===== src/mcgc_consts.svh =====
// mcgc_consts.svh: offsets, field positions, reset values and timing counts
// assumes inclusion by bare name from the package and design files
`ifndef MCGC_CONSTS_SVH
`define MCGC_CONSTS_SVH

// register byte addresses (index times four)
`define MCGC_MCLK_IDX 8'h8F
`define MCGC_MCLK_ADDR 18'h0023C
`define MCGC_MISC_IDX 16'hFFF1
`define MCGC_MISC_ADDR 18'h3FFC4
`define MCGC_CPUDIV_ADDR 18'h00400
`define MCGC_STAT_ADDR 18'h00404
`define MCGC_ADDR_W 18

// field positions of master_clock_control and of the misc power-down bit
`define MCGC_FAST_OSC_BIT 7
`define MCGC_KEYPAD_BIT 6
`define MCGC_CARD_BIT 5
`define MCGC_USB_BIT 4
`define MCGC_SLOW_OSC_BIT 3
`define MCGC_POWER_DOWN_REQUEST_BIT 7

// reset values
`define MCGC_MCLK_RST 8'h0A
`define MCGC_MISC_RST 8'h00
`define MCGC_MULT_RST 3'h2
// cpu divider reset: 96 MHz / 26 = 3.6923 MHz
`define MCGC_CPUDIV_RST 8'h1A

// pll multiply ratio: count*2 + 4
`define MCGC_MULT_BASE 5'h04
// pll settle time in ns and its count at a 100 ns clock period
`define MCGC_LOCK_NS 2000
`define MCGC_CLK_NS 100
`define MCGC_LOCK_CYC ((`MCGC_LOCK_NS + `MCGC_CLK_NS - 1) / `MCGC_CLK_NS)

`endif


===== src/mcgc_pkg.sv =====
// mcgc_pkg.sv: types shared by the clock control design files
// assumes mcgc_consts.svh is on the include path
package mcgc_pkg;
    `include "mcgc_consts.svh"

    // decoded master clock control fields
    typedef struct packed {
        logic fast_osc_disable;
        logic keypad_clock_disable;
        logic card_clock_disable;
        logic usb_logic_clock_disable;
        logic slow_osc_disable;
        logic [2:0] pll_multiplier_field;
    } mcgc_mclk_t;

    // gate enables sent to the clock tree
    typedef struct packed {
        logic osc_run;
        logic keypad_run;
        logic card_run;
        logic usb_run;
        logic slow_osc_run;
        logic rtc_from_main;
    } mcgc_gate_t;

    // pll sequencing states
    typedef enum logic [1:0] {
        MCGC_PLL_OFF = 2'b00,
        MCGC_PLL_SETTLE = 2'b01,
        MCGC_PLL_LOCKED = 2'b10
    } mcgc_pll_t;
endpackage


===== src/mcgc_top.sv =====
// mcgc_top.sv: master clock control register, gating and pll sequencing
// assumes an avalon-mm master on core_clk_in at 10 MHz and an async low reset
// How it works
// [RULE1] pll ratio equals count times two plus four
// [RULE2] software writes count only from one to seven
// [RULE3] software picks count from crystal frequency table
// [RULE4] eight-bit control register, reset value 0x0A
// [RULE5] multiplier count resets to two
// [RULE6] fast oscillator disable stops oscillator and pll
// [RULE7] keypad disable stops keypad clock
// [RULE8] card disable stops card logic clock
// [RULE9] usb disable stops usb logic clock
// [RULE10] slow disable selects main-derived 32 kHz clock
// [RULE11] software sets slow disable without 32 kHz crystal
// [RULE12] power-down keeps oscillator bit, stops oscillator
// [RULE13] power-down keeps gate bits, stops three functions
// [RULE14] card detect interrupt logic always runs
// [RULE15] slow oscillator bit ignores power-down
// [RULE16] cpu clock defaults to 3.6923 MHz
// [RULE17] software enters power-down via misc bit only
// [RULE18] misc bit seven places device in power-down
// [RULE19] control register reads back last written value
`timescale 1ns/100ps
`include "mcgc_consts.svh"
module mcgc_top
    import mcgc_pkg::*;
#(
    parameter int LOCK_CYC = `MCGC_LOCK_CYC
) (
    // clock and reset
    input wire logic core_clk_in,
    input wire logic rstn_in,
    // avalon-mm slave
    input wire logic [`MCGC_ADDR_W-1:0] avs_address_in,
    input wire logic avs_read_in,
    input wire logic avs_write_in,
    input wire logic [31:0] avs_writedata_in,
    input wire logic [3:0] avs_byteenable_in,
    output logic [31:0] avs_readdata_out,
    output logic avs_waitrequest_out,
    output logic [1:0] avs_response_out,
    // clock tree controls
    output logic osc_run_out,
    output logic pll_locked_out,
    output logic [4:0] pll_ratio_out,
    output logic keypad_run_out,
    output logic card_run_out,
    output logic usb_run_out,
    output logic slow_osc_run_out,
    output logic rtc_from_main_out,
    output logic card_detect_run_out,
    output logic [7:0] cpu_div_out,
    output logic power_down_out
);
    // stored registers
    mcgc_mclk_t mclk_q;
    logic [7:0] misc_q;
    logic [7:0] cpudiv_q;
    // bus answer state
    logic ack_q;
    logic [31:0] rdata_q;
    logic [1:0] resp_q;
    logic waitreq_q; // registered waitrequest, high while no answer stands
    // pll sequencer
    mcgc_pll_t pll_q;
    mcgc_pll_t pll_d;
    logic pll_locked_q; // registered lock flag, so the port comes from a flop
    logic [15:0] lock_cnt_q;
    logic [4:0] ratio_q;
    logic [2:0] ratio_seen_q;
    logic osc_run_q;
    logic slow_run_q;
    logic rtc_main_q;
    // gated enables from the cells
    logic keypad_run;
    logic card_run;
    logic usb_run;
    logic power_down_request;
    logic req;
    logic wr_fire;
    logic [31:0] rd_word;
    logic addr_ok;

    assign power_down_request = misc_q[`MCGC_POWER_DOWN_REQUEST_BIT];
    assign req = (avs_read_in || avs_write_in) && !ack_q;
    // a write lands only at the answer edge, when the master sees waitrequest low
    assign wr_fire = avs_write_in && ack_q && avs_byteenable_in[0];

    // address decode and read mux
    always_comb begin
        addr_ok = 1'b1;
        rd_word = 32'h0000_0000;
        case (avs_address_in)
            `MCGC_MCLK_ADDR: rd_word = {24'h000000, mclk_q}; // RULE19
            `MCGC_MISC_ADDR: rd_word = {24'h000000, misc_q};
            `MCGC_CPUDIV_ADDR: rd_word = {24'h000000, cpudiv_q};
            `MCGC_STAT_ADDR: rd_word = {24'h000000, 6'h00, pll_q};
            default: addr_ok = 1'b0;
        endcase
    end

    // one wait cycle, answer on the second edge of each request
    always_ff @(posedge core_clk_in or negedge rstn_in) begin
        if (!rstn_in) begin
            ack_q <= 1'b0;
            waitreq_q <= 1'b1;
            rdata_q <= 32'h0000_0000;
            resp_q <= 2'h0;
        end else begin
            ack_q <= req;
            waitreq_q <= !req;
            if (req) begin
                rdata_q <= avs_read_in ? rd_word : 32'h0000_0000;
                // unmapped addresses answer decodeerror and read zero
                resp_q <= addr_ok ? 2'h0 : 2'h3;
            end
        end
    end

    // waitrequest high until the answer cycle
    always_comb begin
        avs_waitrequest_out = waitreq_q;
        avs_readdata_out = rdata_q;
        avs_response_out = resp_q;
    end

    // master clock control register
    always_ff @(posedge core_clk_in or negedge rstn_in) begin
        if (!rstn_in) begin
            mclk_q <= mcgc_mclk_t'(`MCGC_MCLK_RST); // RULE4 RULE5
        end else if (wr_fire && avs_address_in == `MCGC_MCLK_ADDR) begin
            // power-down never alters the stored bits
            mclk_q <= mcgc_mclk_t'(avs_writedata_in[7:0]); // RULE19 RULE12 RULE13
        end
    end

    // misc control, only the power-down bit is kept here
    always_ff @(posedge core_clk_in or negedge rstn_in) begin
        if (!rstn_in) begin
            misc_q <= `MCGC_MISC_RST;
        end else if (wr_fire && avs_address_in == `MCGC_MISC_ADDR) begin
            misc_q <= {avs_writedata_in[7], 7'h00}; // RULE18
        end
    end

    // cpu clock divider, default gives 3.6923 MHz from 96 MHz
    always_ff @(posedge core_clk_in or negedge rstn_in) begin
        if (!rstn_in) begin
            cpudiv_q <= `MCGC_CPUDIV_RST; // RULE16
        end else if (wr_fire && avs_address_in == `MCGC_CPUDIV_ADDR) begin
            cpudiv_q <= avs_writedata_in[7:0];
        end
    end

    // pll ratio; out-of-range counts are passed on as written
    always_ff @(posedge core_clk_in or negedge rstn_in) begin
        if (!rstn_in) begin
            ratio_q <= 5'h08;
            ratio_seen_q <= `MCGC_MULT_RST;
        end else begin
            ratio_q <= 5'({mclk_q.pll_multiplier_field, 1'b0}) + `MCGC_MULT_BASE; // RULE1
            ratio_seen_q <= mclk_q.pll_multiplier_field;
        end
    end

    // oscillator runs unless the bit or power-down stops it
    always_ff @(posedge core_clk_in or negedge rstn_in) begin
        if (!rstn_in) begin
            osc_run_q <= 1'b0;
        end else begin
            osc_run_q <= !mclk_q.fast_osc_disable && !power_down_request; // RULE6 RULE12
        end
    end

    // slow oscillator follows its own bit only
    always_ff @(posedge core_clk_in or negedge rstn_in) begin
        if (!rstn_in) begin
            slow_run_q <= 1'b0;
            rtc_main_q <= 1'b0;
        end else begin
            slow_run_q <= !mclk_q.slow_osc_disable; // RULE10 RULE15
            rtc_main_q <= mclk_q.slow_osc_disable; // RULE10
        end
    end

    // pll must re-settle after an oscillator stop or ratio change
    always_comb begin
        pll_d = pll_q;
        case (pll_q)
            MCGC_PLL_OFF: if (osc_run_q) pll_d = MCGC_PLL_SETTLE;
            MCGC_PLL_SETTLE: begin
                if (!osc_run_q) begin
                    pll_d = MCGC_PLL_OFF;
                end else if (lock_cnt_q >= 16'(LOCK_CYC - 1)) begin
                    pll_d = MCGC_PLL_LOCKED;
                end
            end
            MCGC_PLL_LOCKED: begin
                if (!osc_run_q) begin
                    pll_d = MCGC_PLL_OFF;
                end else if (ratio_seen_q != mclk_q.pll_multiplier_field) begin
                    pll_d = MCGC_PLL_SETTLE;
                end
            end
            default: pll_d = MCGC_PLL_OFF;
        endcase
    end

    // pll state register
    always_ff @(posedge core_clk_in or negedge rstn_in) begin
        if (!rstn_in) begin
            pll_q <= MCGC_PLL_OFF;
            pll_locked_q <= 1'b0;
        end else begin
            pll_q <= pll_d; // RULE6
            pll_locked_q <= (pll_d == MCGC_PLL_LOCKED); // RULE6
        end
    end

    // settle counter restarts on every entry to settle
    always_ff @(posedge core_clk_in or negedge rstn_in) begin
        if (!rstn_in) begin
            lock_cnt_q <= 16'h0000;
        end else if (pll_q == MCGC_PLL_SETTLE && pll_d == MCGC_PLL_SETTLE) begin
            lock_cnt_q <= lock_cnt_q + 16'h0001;
        end else begin
            lock_cnt_q <= 16'h0000;
        end
    end

    // three function gates share one cell design
    mcgc_gate_cell u_keypad (
        .core_clk_in(core_clk_in),
        .rstn_in(rstn_in),
        .disable_in(mclk_q.keypad_clock_disable), // RULE7
        .power_down_request_in(power_down_request), // RULE13
        .run_out(keypad_run)
    );
    mcgc_gate_cell u_card (
        .core_clk_in(core_clk_in),
        .rstn_in(rstn_in),
        .disable_in(mclk_q.card_clock_disable), // RULE8
        .power_down_request_in(power_down_request), // RULE13
        .run_out(card_run)
    );
    mcgc_gate_cell u_usb (
        .core_clk_in(core_clk_in),
        .rstn_in(rstn_in),
        .disable_in(mclk_q.usb_logic_clock_disable), // RULE9
        .power_down_request_in(power_down_request), // RULE13
        .run_out(usb_run)
    );

    // outputs straight from flip-flops, except card detect, which is tied high
    always_comb begin
        osc_run_out = osc_run_q;
        pll_locked_out = pll_locked_q;
        pll_ratio_out = ratio_q;
        keypad_run_out = keypad_run;
        card_run_out = card_run;
        usb_run_out = usb_run;
        slow_osc_run_out = slow_run_q;
        rtc_from_main_out = rtc_main_q;
        card_detect_run_out = 1'b1; // RULE14
        cpu_div_out = cpudiv_q;
        power_down_out = power_down_request;
    end

    // assertions
    property p_ratio;
        @(posedge core_clk_in) disable iff (!rstn_in)
        ##1 $stable(mclk_q) |=> pll_ratio_out == 5'({$past(mclk_q.pll_multiplier_field, 2), 1'b0}) + 5'h04;
    endproperty
    a_ratio: assert property (p_ratio) else $error("pll ratio wrong"); // RULE1

    property p_reset_val;
        @(posedge core_clk_in) $rose(rstn_in) |-> mclk_q == 8'h0A && mclk_q.pll_multiplier_field == 3'h2;
    endproperty
    a_reset_val: assert property (p_reset_val) else $error("bad reset value"); // RULE4

    property p_osc_stop;
        @(posedge core_clk_in) disable iff (!rstn_in)
        (mclk_q.fast_osc_disable || power_down_request) |=> !osc_run_out ##1 !pll_locked_out;
    endproperty
    a_osc_stop: assert property (p_osc_stop) else $error("oscillator not stopped"); // RULE6

    property p_keypad;
        @(posedge core_clk_in) disable iff (!rstn_in)
        mclk_q.keypad_clock_disable |=> !keypad_run_out;
    endproperty
    a_keypad: assert property (p_keypad) else $error("keypad clock running"); // RULE7

    property p_card;
        @(posedge core_clk_in) disable iff (!rstn_in)
        (mclk_q.card_clock_disable || power_down_request) |=> !card_run_out && card_detect_run_out;
    endproperty
    a_card: assert property (p_card) else $error("card gate wrong"); // RULE8

    property p_usb;
        @(posedge core_clk_in) disable iff (!rstn_in)
        (!mclk_q.usb_logic_clock_disable && !power_down_request) |=> usb_run_out;
    endproperty
    a_usb: assert property (p_usb) else $error("usb clock stopped"); // RULE9

    property p_slow;
        @(posedge core_clk_in) disable iff (!rstn_in)
        ##1 1'b1 |-> rtc_from_main_out == $past(mclk_q.slow_osc_disable) && slow_osc_run_out != rtc_from_main_out;
    endproperty
    a_slow: assert property (p_slow) else $error("slow osc select wrong"); // RULE10

    property p_power_down_request_keep;
        @(posedge core_clk_in) disable iff (!rstn_in)
        !(wr_fire && avs_address_in == `MCGC_MCLK_ADDR) |=> $stable(mclk_q);
    endproperty
    a_power_down_request_keep: assert property (p_power_down_request_keep) else $error("register changed"); // RULE13

    property p_readback;
        @(posedge core_clk_in) disable iff (!rstn_in)
        (avs_read_in && !ack_q && avs_address_in == `MCGC_MCLK_ADDR) |=> avs_readdata_out[7:0] == $past(mclk_q);
    endproperty
    a_readback: assert property (p_readback) else $error("readback mismatch"); // RULE19

    c_power_down_request: cover property (@(posedge core_clk_in) disable iff (!rstn_in) $rose(power_down_request));
    c_lock: cover property (@(posedge core_clk_in) disable iff (!rstn_in) $rose(pll_locked_out));
    c_write: cover property (@(posedge core_clk_in) disable iff (!rstn_in) wr_fire);
endmodule // mcgc_top


===== src/mcgc_gate_cell.sv =====
// mcgc_gate_cell.sv: one registered clock enable with power-down override
// assumes disable_in and power_down_request_in come from the same clock domain
`timescale 1ns/100ps
module mcgc_gate_cell (
    // clock and reset
    input wire logic core_clk_in,
    input wire logic rstn_in,
    // control
    input wire logic disable_in,
    input wire logic power_down_request_in,
    // gated enable
    output logic run_out
);
    // run only when neither the bit nor power-down stops the function
    always_ff @(posedge core_clk_in or negedge rstn_in) begin
        if (!rstn_in) begin
            run_out <= 1'b0;
        end else begin
            run_out <= !disable_in && !power_down_request_in;
        end
    end
endmodule // mcgc_gate_cell


===== config.mk =====
export PLATFORM = sky130hd
export DESIGN_NAME = mcgc_top
export DESIGN_NICKNAME = d
export VERILOG_FILES = /design/src/mcgc_pkg.sv /design/src/mcgc_top.sv /design/src/mcgc_gate_cell.sv
export VERILOG_INCLUDE_DIRS = /design/src
export SDC_FILE = /design/constraint.sdc
export NUM_CORES = 1
export LEC_CHECK = 0
export BUFFER_PORTS_ARGS = -buffer_cell sky130_fd_sc_hd__buf_2
export CELL_PAD_IN_SITES_DETAIL_PLACEMENT = 2
export CELL_PAD_IN_SITES_GLOBAL_PLACEMENT = 2
export CORE_ASPECT_RATIO = 1.2
export CORE_MARGIN = 3
export CORE_UTILIZATION = 25
export DETAILED_ROUTE_END_ITERATION = 7
export PLACE_DENSITY = 0.85
export SLEW_MARGIN = 20
export SYNTH_ARGS = -nofsm -noshare
export SYNTH_HDL_FRONTEND = slang
export SYNTH_SLANG_ARGS = --single-unit

===== constraint.sdc =====
create_clock -name core_clk_in -period 1.6 [get_ports core_clk_in]
set_input_delay 0.32 -clock core_clk_in [delete_from_list [all_inputs] [get_ports core_clk_in]]
set_output_delay 0.32 -clock core_clk_in [all_outputs]
set_load 0.05 [all_outputs]

; Word-level counts from Yosys, hierarchy flattened
; Index checks and enable logic that the tools add are counted.
[totals]
inputBits = 58
output_inout_bits = 57
register_bits = 86
word_cells = 68
[classes]
n_lt_le_gt_ge = 1
n_reduce_logical = 22
n_addsub = 2
n_eq_ne = 9
n_mux = 11
[ops]
columns = op, count
row1 = $eq 18x11->1 const B, 2
row2 = $mux 32, 1
row3 = $pmux 8 s4, 1
row4 = $eq 18x10->1 const B, 1
row5 = $eq 18x18->1 const B, 1
row6 = $add 16x1->16 const B, 1
row7 = $ge 16x5->1 const B, 1
row8 = $mux 16, 1
row9 = $mux 2, 6
row10 = $logic_and 1x1->1, 11
row11 = $logic_not 1->1, 8
row12 = $pmux 2 s3, 1
row13 = $add 4x3->5 const B, 1
row14 = $eq 2x1->1 const B, 2
row15 = $eq 2x2->1 const B, 2
row16 = $reduce_or 4->1, 1
row17 = $ne 3x3->1, 1
row18 = $logic_not 2->1, 1
row19 = $logic_or 1x1->1, 1
row20 = $mux 1, 1

; Longest topological paths before layout
[logic_depth]
depth_word = 7
depth_mapped = 6
depth_no_buf = 6

; Cells and area by module
; From an unflattened synthesis, not the netlist that was laid out.
[hier_totals]
cells_unflattened = 197
hier_area_um2 = 2481.1
[by_module_without_submodules]
columns = module, n_inst, area_per_inst_um2, seq_area_each_um2, cells_per_inst
row1 = mcgc_top, 1, 2394.8, 1411.4, 191
row2 = mcgc_gate_cell, 3, 28.8, 25.0, 2

; Worst setup path before layout
; Ideal clock, no wire load.
[synth_timing]
kind = input -> register
start = in avs_address_in[3]
end = reg cpudiv_q[0], in the netlist cpu_div_out[0]
path_stages = 5
setup_slack_ns = -0.550
required_ns = 1.475
arrival_time_ns = 2.025
n_path_buf = 0
setup_time_ns = 0.125
path_cell_list = or4b_4 or4_4 nor3_4 nand4_4 mux2_2
[synth_via]
elab_chain_len = 2
[synth_rtl]
columns = item, line_no
row1 = start: declaration, mcgc_top.sv:34  ; input wire logic [`MCGC_ADDR_W-1:0] avs_address_in,
row2 = $eq 18x11->1, --
row3 = $logic_and 1x1->1 (no source line), --
row4 = end signal: assignment, mcgc_top.sv:149  ; cpudiv_q <= `MCGC_CPUDIV_RST;
row5 = end signal: assignment, mcgc_top.sv:151  ; cpudiv_q <= avs_writedata_in[7:0];
row6 = end: declaration, mcgc_top.sv:58  ; logic [7:0] cpudiv_q;
; Every way passes these cells.
; A chain may end at the register's enable or synchronous reset.

; Worst setup path after layout
[layout_timing]
start = in avs_address_in[3]
end = reg cpudiv_q[7], in the netlist cpu_div_out[7]
; The elaborated chain is that of the path after synthesis.

==> metrics.md <==
| Metric | Value |
|---|---|
| Initial Util | `25.84%` |
| Clock-pin slew of the registers on the worst-case setup and hold paths | `0.05 ns` |
| HPWL reported at the end of detailed placement | `5471 um` |
| Post-Synthesis Cell Area | `2484 sq um` |
| Clock skew | `0.006522 ns` |
| Synth top cells by count | `dfrtp_1 (51), buf_4 (28), mux2_2 (19)` |
| CP max FO | `8` |
| CP Cell Sequence | `buf_6 > or4b_4 > or4_4 > nor3_4 > nand4_4 > mux2_4` |
| Primary FF master, synth | `dfrtp_1` |
| Slew @ Worst Pin | `0.5138 ns` |
| Failing checks | `negative setup slack` |
| Synth area leader | `dfrtp_1` |
| Leak | `1.723 nW` |
| Dpl cell area | `3079 sq um` |
| Unrepaired setup endpoints after global routing | `true` |
| R2r setup slk | `-0.04 ns` |
| Switching Power | `1.138 mW` |
| Initial antenna violation count | `0` |
| Post-DR vias/cell | `4.356` |
| Placer Congestion | `0.7513` |
| Reg power frac | `36.2%` |
| Most common cell in the synthesized netlist | `dfrtp_1` |
| DRC Markers | `0` |
| CP max-delay cell | `or4b_4` |
| CP Data Required Time | `1.81 ns` |
| First-pass GRT wire length | `11,730 um` |
| Largest net degree at the start of global routing | `24` |
| Max VDD drop | `0.0005798 V` |
| Ys async rst share | `100.0%` |
| DR WL/cell | `18.58 um` |
| DRT iter0 DRCs | `28` |
| Clk buf depth | `2` |
| Cell count after synthesis | `198` |
| Power Dens Cells | `1215 nW/um^2` |
| Die Wd | `96.99 um` |
| Die area | `11,170 sq um` |
| Pre-CTS WS | `-0.7620 ns` |
| Mean Syn Cell Area | `12.54 sq um` |
| Crit path DAT | `2.17 ns` |
| Max-cap viol count | `0` |
| Hold Vio Cnt, Final | `0` |
| Clk sink count | `59` |
| Startpoint types | `primary input` |
| FF-to-FF path depth | `7` |
| Final setup vio count | `21` |
| Sw Share | `25.34%` |
| Area Growth Syn to Fin | `48.92%` |
| Drt pass-1 iters | `3` |
| Worst Setup SP | `avs_address_in[3]` |
| I/O pins | `115` |
| Yosys cell types | `36` |
| Die height | `115.2 um` |
| Share of cells above drive strength 1 | `52.44%` |
| EDFF count, synth | `0` |
| Top-area cell type share of the netlist area | `51.39%` |
| Synth warn | `0` |
| Comb pwr share | `12.4%` |
| Aggregate global-route resource usage | `14.08%` |
| Worst r2r src | `lock_cnt_q[0]` |
| Slew headroom | `65.75%` |
| DR vias | `1,873` |
| Total gr overflow | `0` |
| Reg-to-Reg End | `pll_q[1]` |
| Final Instance Area | `3699 sq um` |
| Clock H-tree levels | `3` |
| TritonCTS buffer count | `9` |
| TritonCTS clock tree | `yes` |
| Slowest stage delay, CP | `0.54 ns` |
| Crit share post-route | `122.8%` |
| Tmin final | `1.964 ns` |
| Worst min path class | `in2reg` |
| Sequential fraction of the synthesis area | `59.85%` |
| Post-Route WL | `7988 um` |
| Critical path type | `in2reg` |
| Antenna Cells | `0` |
| Final slew viol count | `0` |
| Port Buffers | `61` |
| Nets | `362` |
| Setup WS post-layout | `-0.3641 ns` |
| CP endpoint kind | `register` |
| Worst setup path endpoint | `cpu_div_out[7]` |
| Internal Power | `3.355 mW` |
| Latest clock arrival within the worst-skew pair | `0.33 ns` |
| Root Buffer | `clkbuf_16` |
| Max Freq | `509.1 MHz` |
| Vias in the first global route | `2,135` |
| Detail Route Antenna Nets | `0` |
| HP Start | `avs_writedata_in[3]` |
| Share of total power in the clock network | `51.4%` |
| Largest cells by area after synthesis | `dfrtp_1 (51%), mux2_2 (8.6%), buf_4 (8.5%), dfstp_2 (8.5%), a22oi_1 (2.1%)` |
| Status | `finished with violations` |
| Synth Register Bits | `59` |
| Core area | `9613 sq um` |
| # rows | `39` |
[routing by layer]
layer,vias to the layer above,global-route usage (%),wire length [um]
met4,0,7.303,147
met2,49,27.12,4646
met3,12,2.852,246
met1,971,14.36,2946
met5,-,0,0
li1,841,-,-
[logic make-up after synthesis]
kind of cell / Yosys count / synth area share [%]
other: 2 / 0.3024
XOR/XNOR: 6 / 2.116
AND/OR/NAND/NOR: 53 / 12.54
flip-flops: 59 / 59.85
AO/OA/AOI/OAI: 23 / 6.146
multiplexers: 19 / 8.615
buffers and inverters: 34 / 9.420
adder cells (fa/ha/maj): 2 / 1.007
[critical path, delay by kind of cell]
| family | cells | cell delay, ns |
|---|---|---|
| buffers and inverters | 1 | 0.09 |
| muxes | 1 | 0.36 |
| and+or+nand+nor | 4 | 1.41 |
[layout make-up]
type                            instances  area (sq um)
Tap cell                              123         153.9
Fill cell                             999          5914
Timing Repair Buffer                   88         554.3
Clock buffer                           12         266.5
Sequential cell                        59          1486
Inverter                                4         15.01
Multi-Input combinational cell        140          1127
Clock inverter                          4         95.09
[registers in the layout, summed over array words and instances, names as in the netlist, 2 cells and up]
name	flops
pll_ratio_out	3
cpu_div_out	8
mclk_q	8
lock_cnt_q	16
ratio_seen_q	3
avs_readdata_out	8
pll_q	2
[cells in the final DEF, fill, tap and decap left out, types with 3 or more instances in the layout]
cell / count
buf_2: 59
dfrtp_1: 51
conb_1: 37
buf_4: 21
nand2_1: 10
mux2_4: 10
mux2_2: 9
clkbuf_16: 9
dfstp_2: 8
nor2_1: 7
nor2_4: 6
nand3_1: 5
o21ai_1: 5
buf_6: 5
xnor2_1: 4
nand4_1: 4
inv_1: 4
a22oi_2: 4
nor4_1: 3
a22oi_1: 3
bufinv_16: 3
clkbuf_8: 3
[power groups by stage]
stage	Combinational, mW	Sequential (mW)	Clock, mW
floorplan	0.323	1.69	0
global placement	0.479	1.63	0
detailed placement	0.501	1.64	0
CTS	0.528	1.62	2.36
global route	0.595	1.63	2.44
finish	0.559	1.62	2.31
[worst min-delay path by stage]
stage | depth (start not counted) | to | slack, ns
floorplan | 0 | ack_q | 0.02
global placement | 1 | lock_cnt_q[10] | 0.29
detailed placement | 1 | lock_cnt_q[10] | 0.31
CTS | 2 | mclk_q[3] | 0.24
global route | 2 | mclk_q[2] | 0.24
finish | 2 | mclk_q[3] | 0.24
[metrics by stage]
stage	instances	setup TNS, ns	hold WS [ns]	total power [mW]	util [%]
after floorplan	233	-7.691	0.02441	2.012	-
final	430	-4.999	0.2406	4.493	38.47
after CTS	426	-4.424	0.2352	4.514	37.00
after global placement	405	-13.16	0.2926	2.107	32.03
after detailed placement	405	-15.63	0.3093	2.141	32.03
after global routing	430	-6.766	0.2350	4.665	38.47
[timing repair]
item | CTS | global route
hold endpoints to repair | 17 | 0
gates resized for setup | 16 | 27
pin swaps | 14 | 12
endpoints found under the setup margin | 25 | 32
hold buffers | 1 | 0
buffers inserted | 5 | 4
Note: power is estimated with default switching activity, not from simulation.
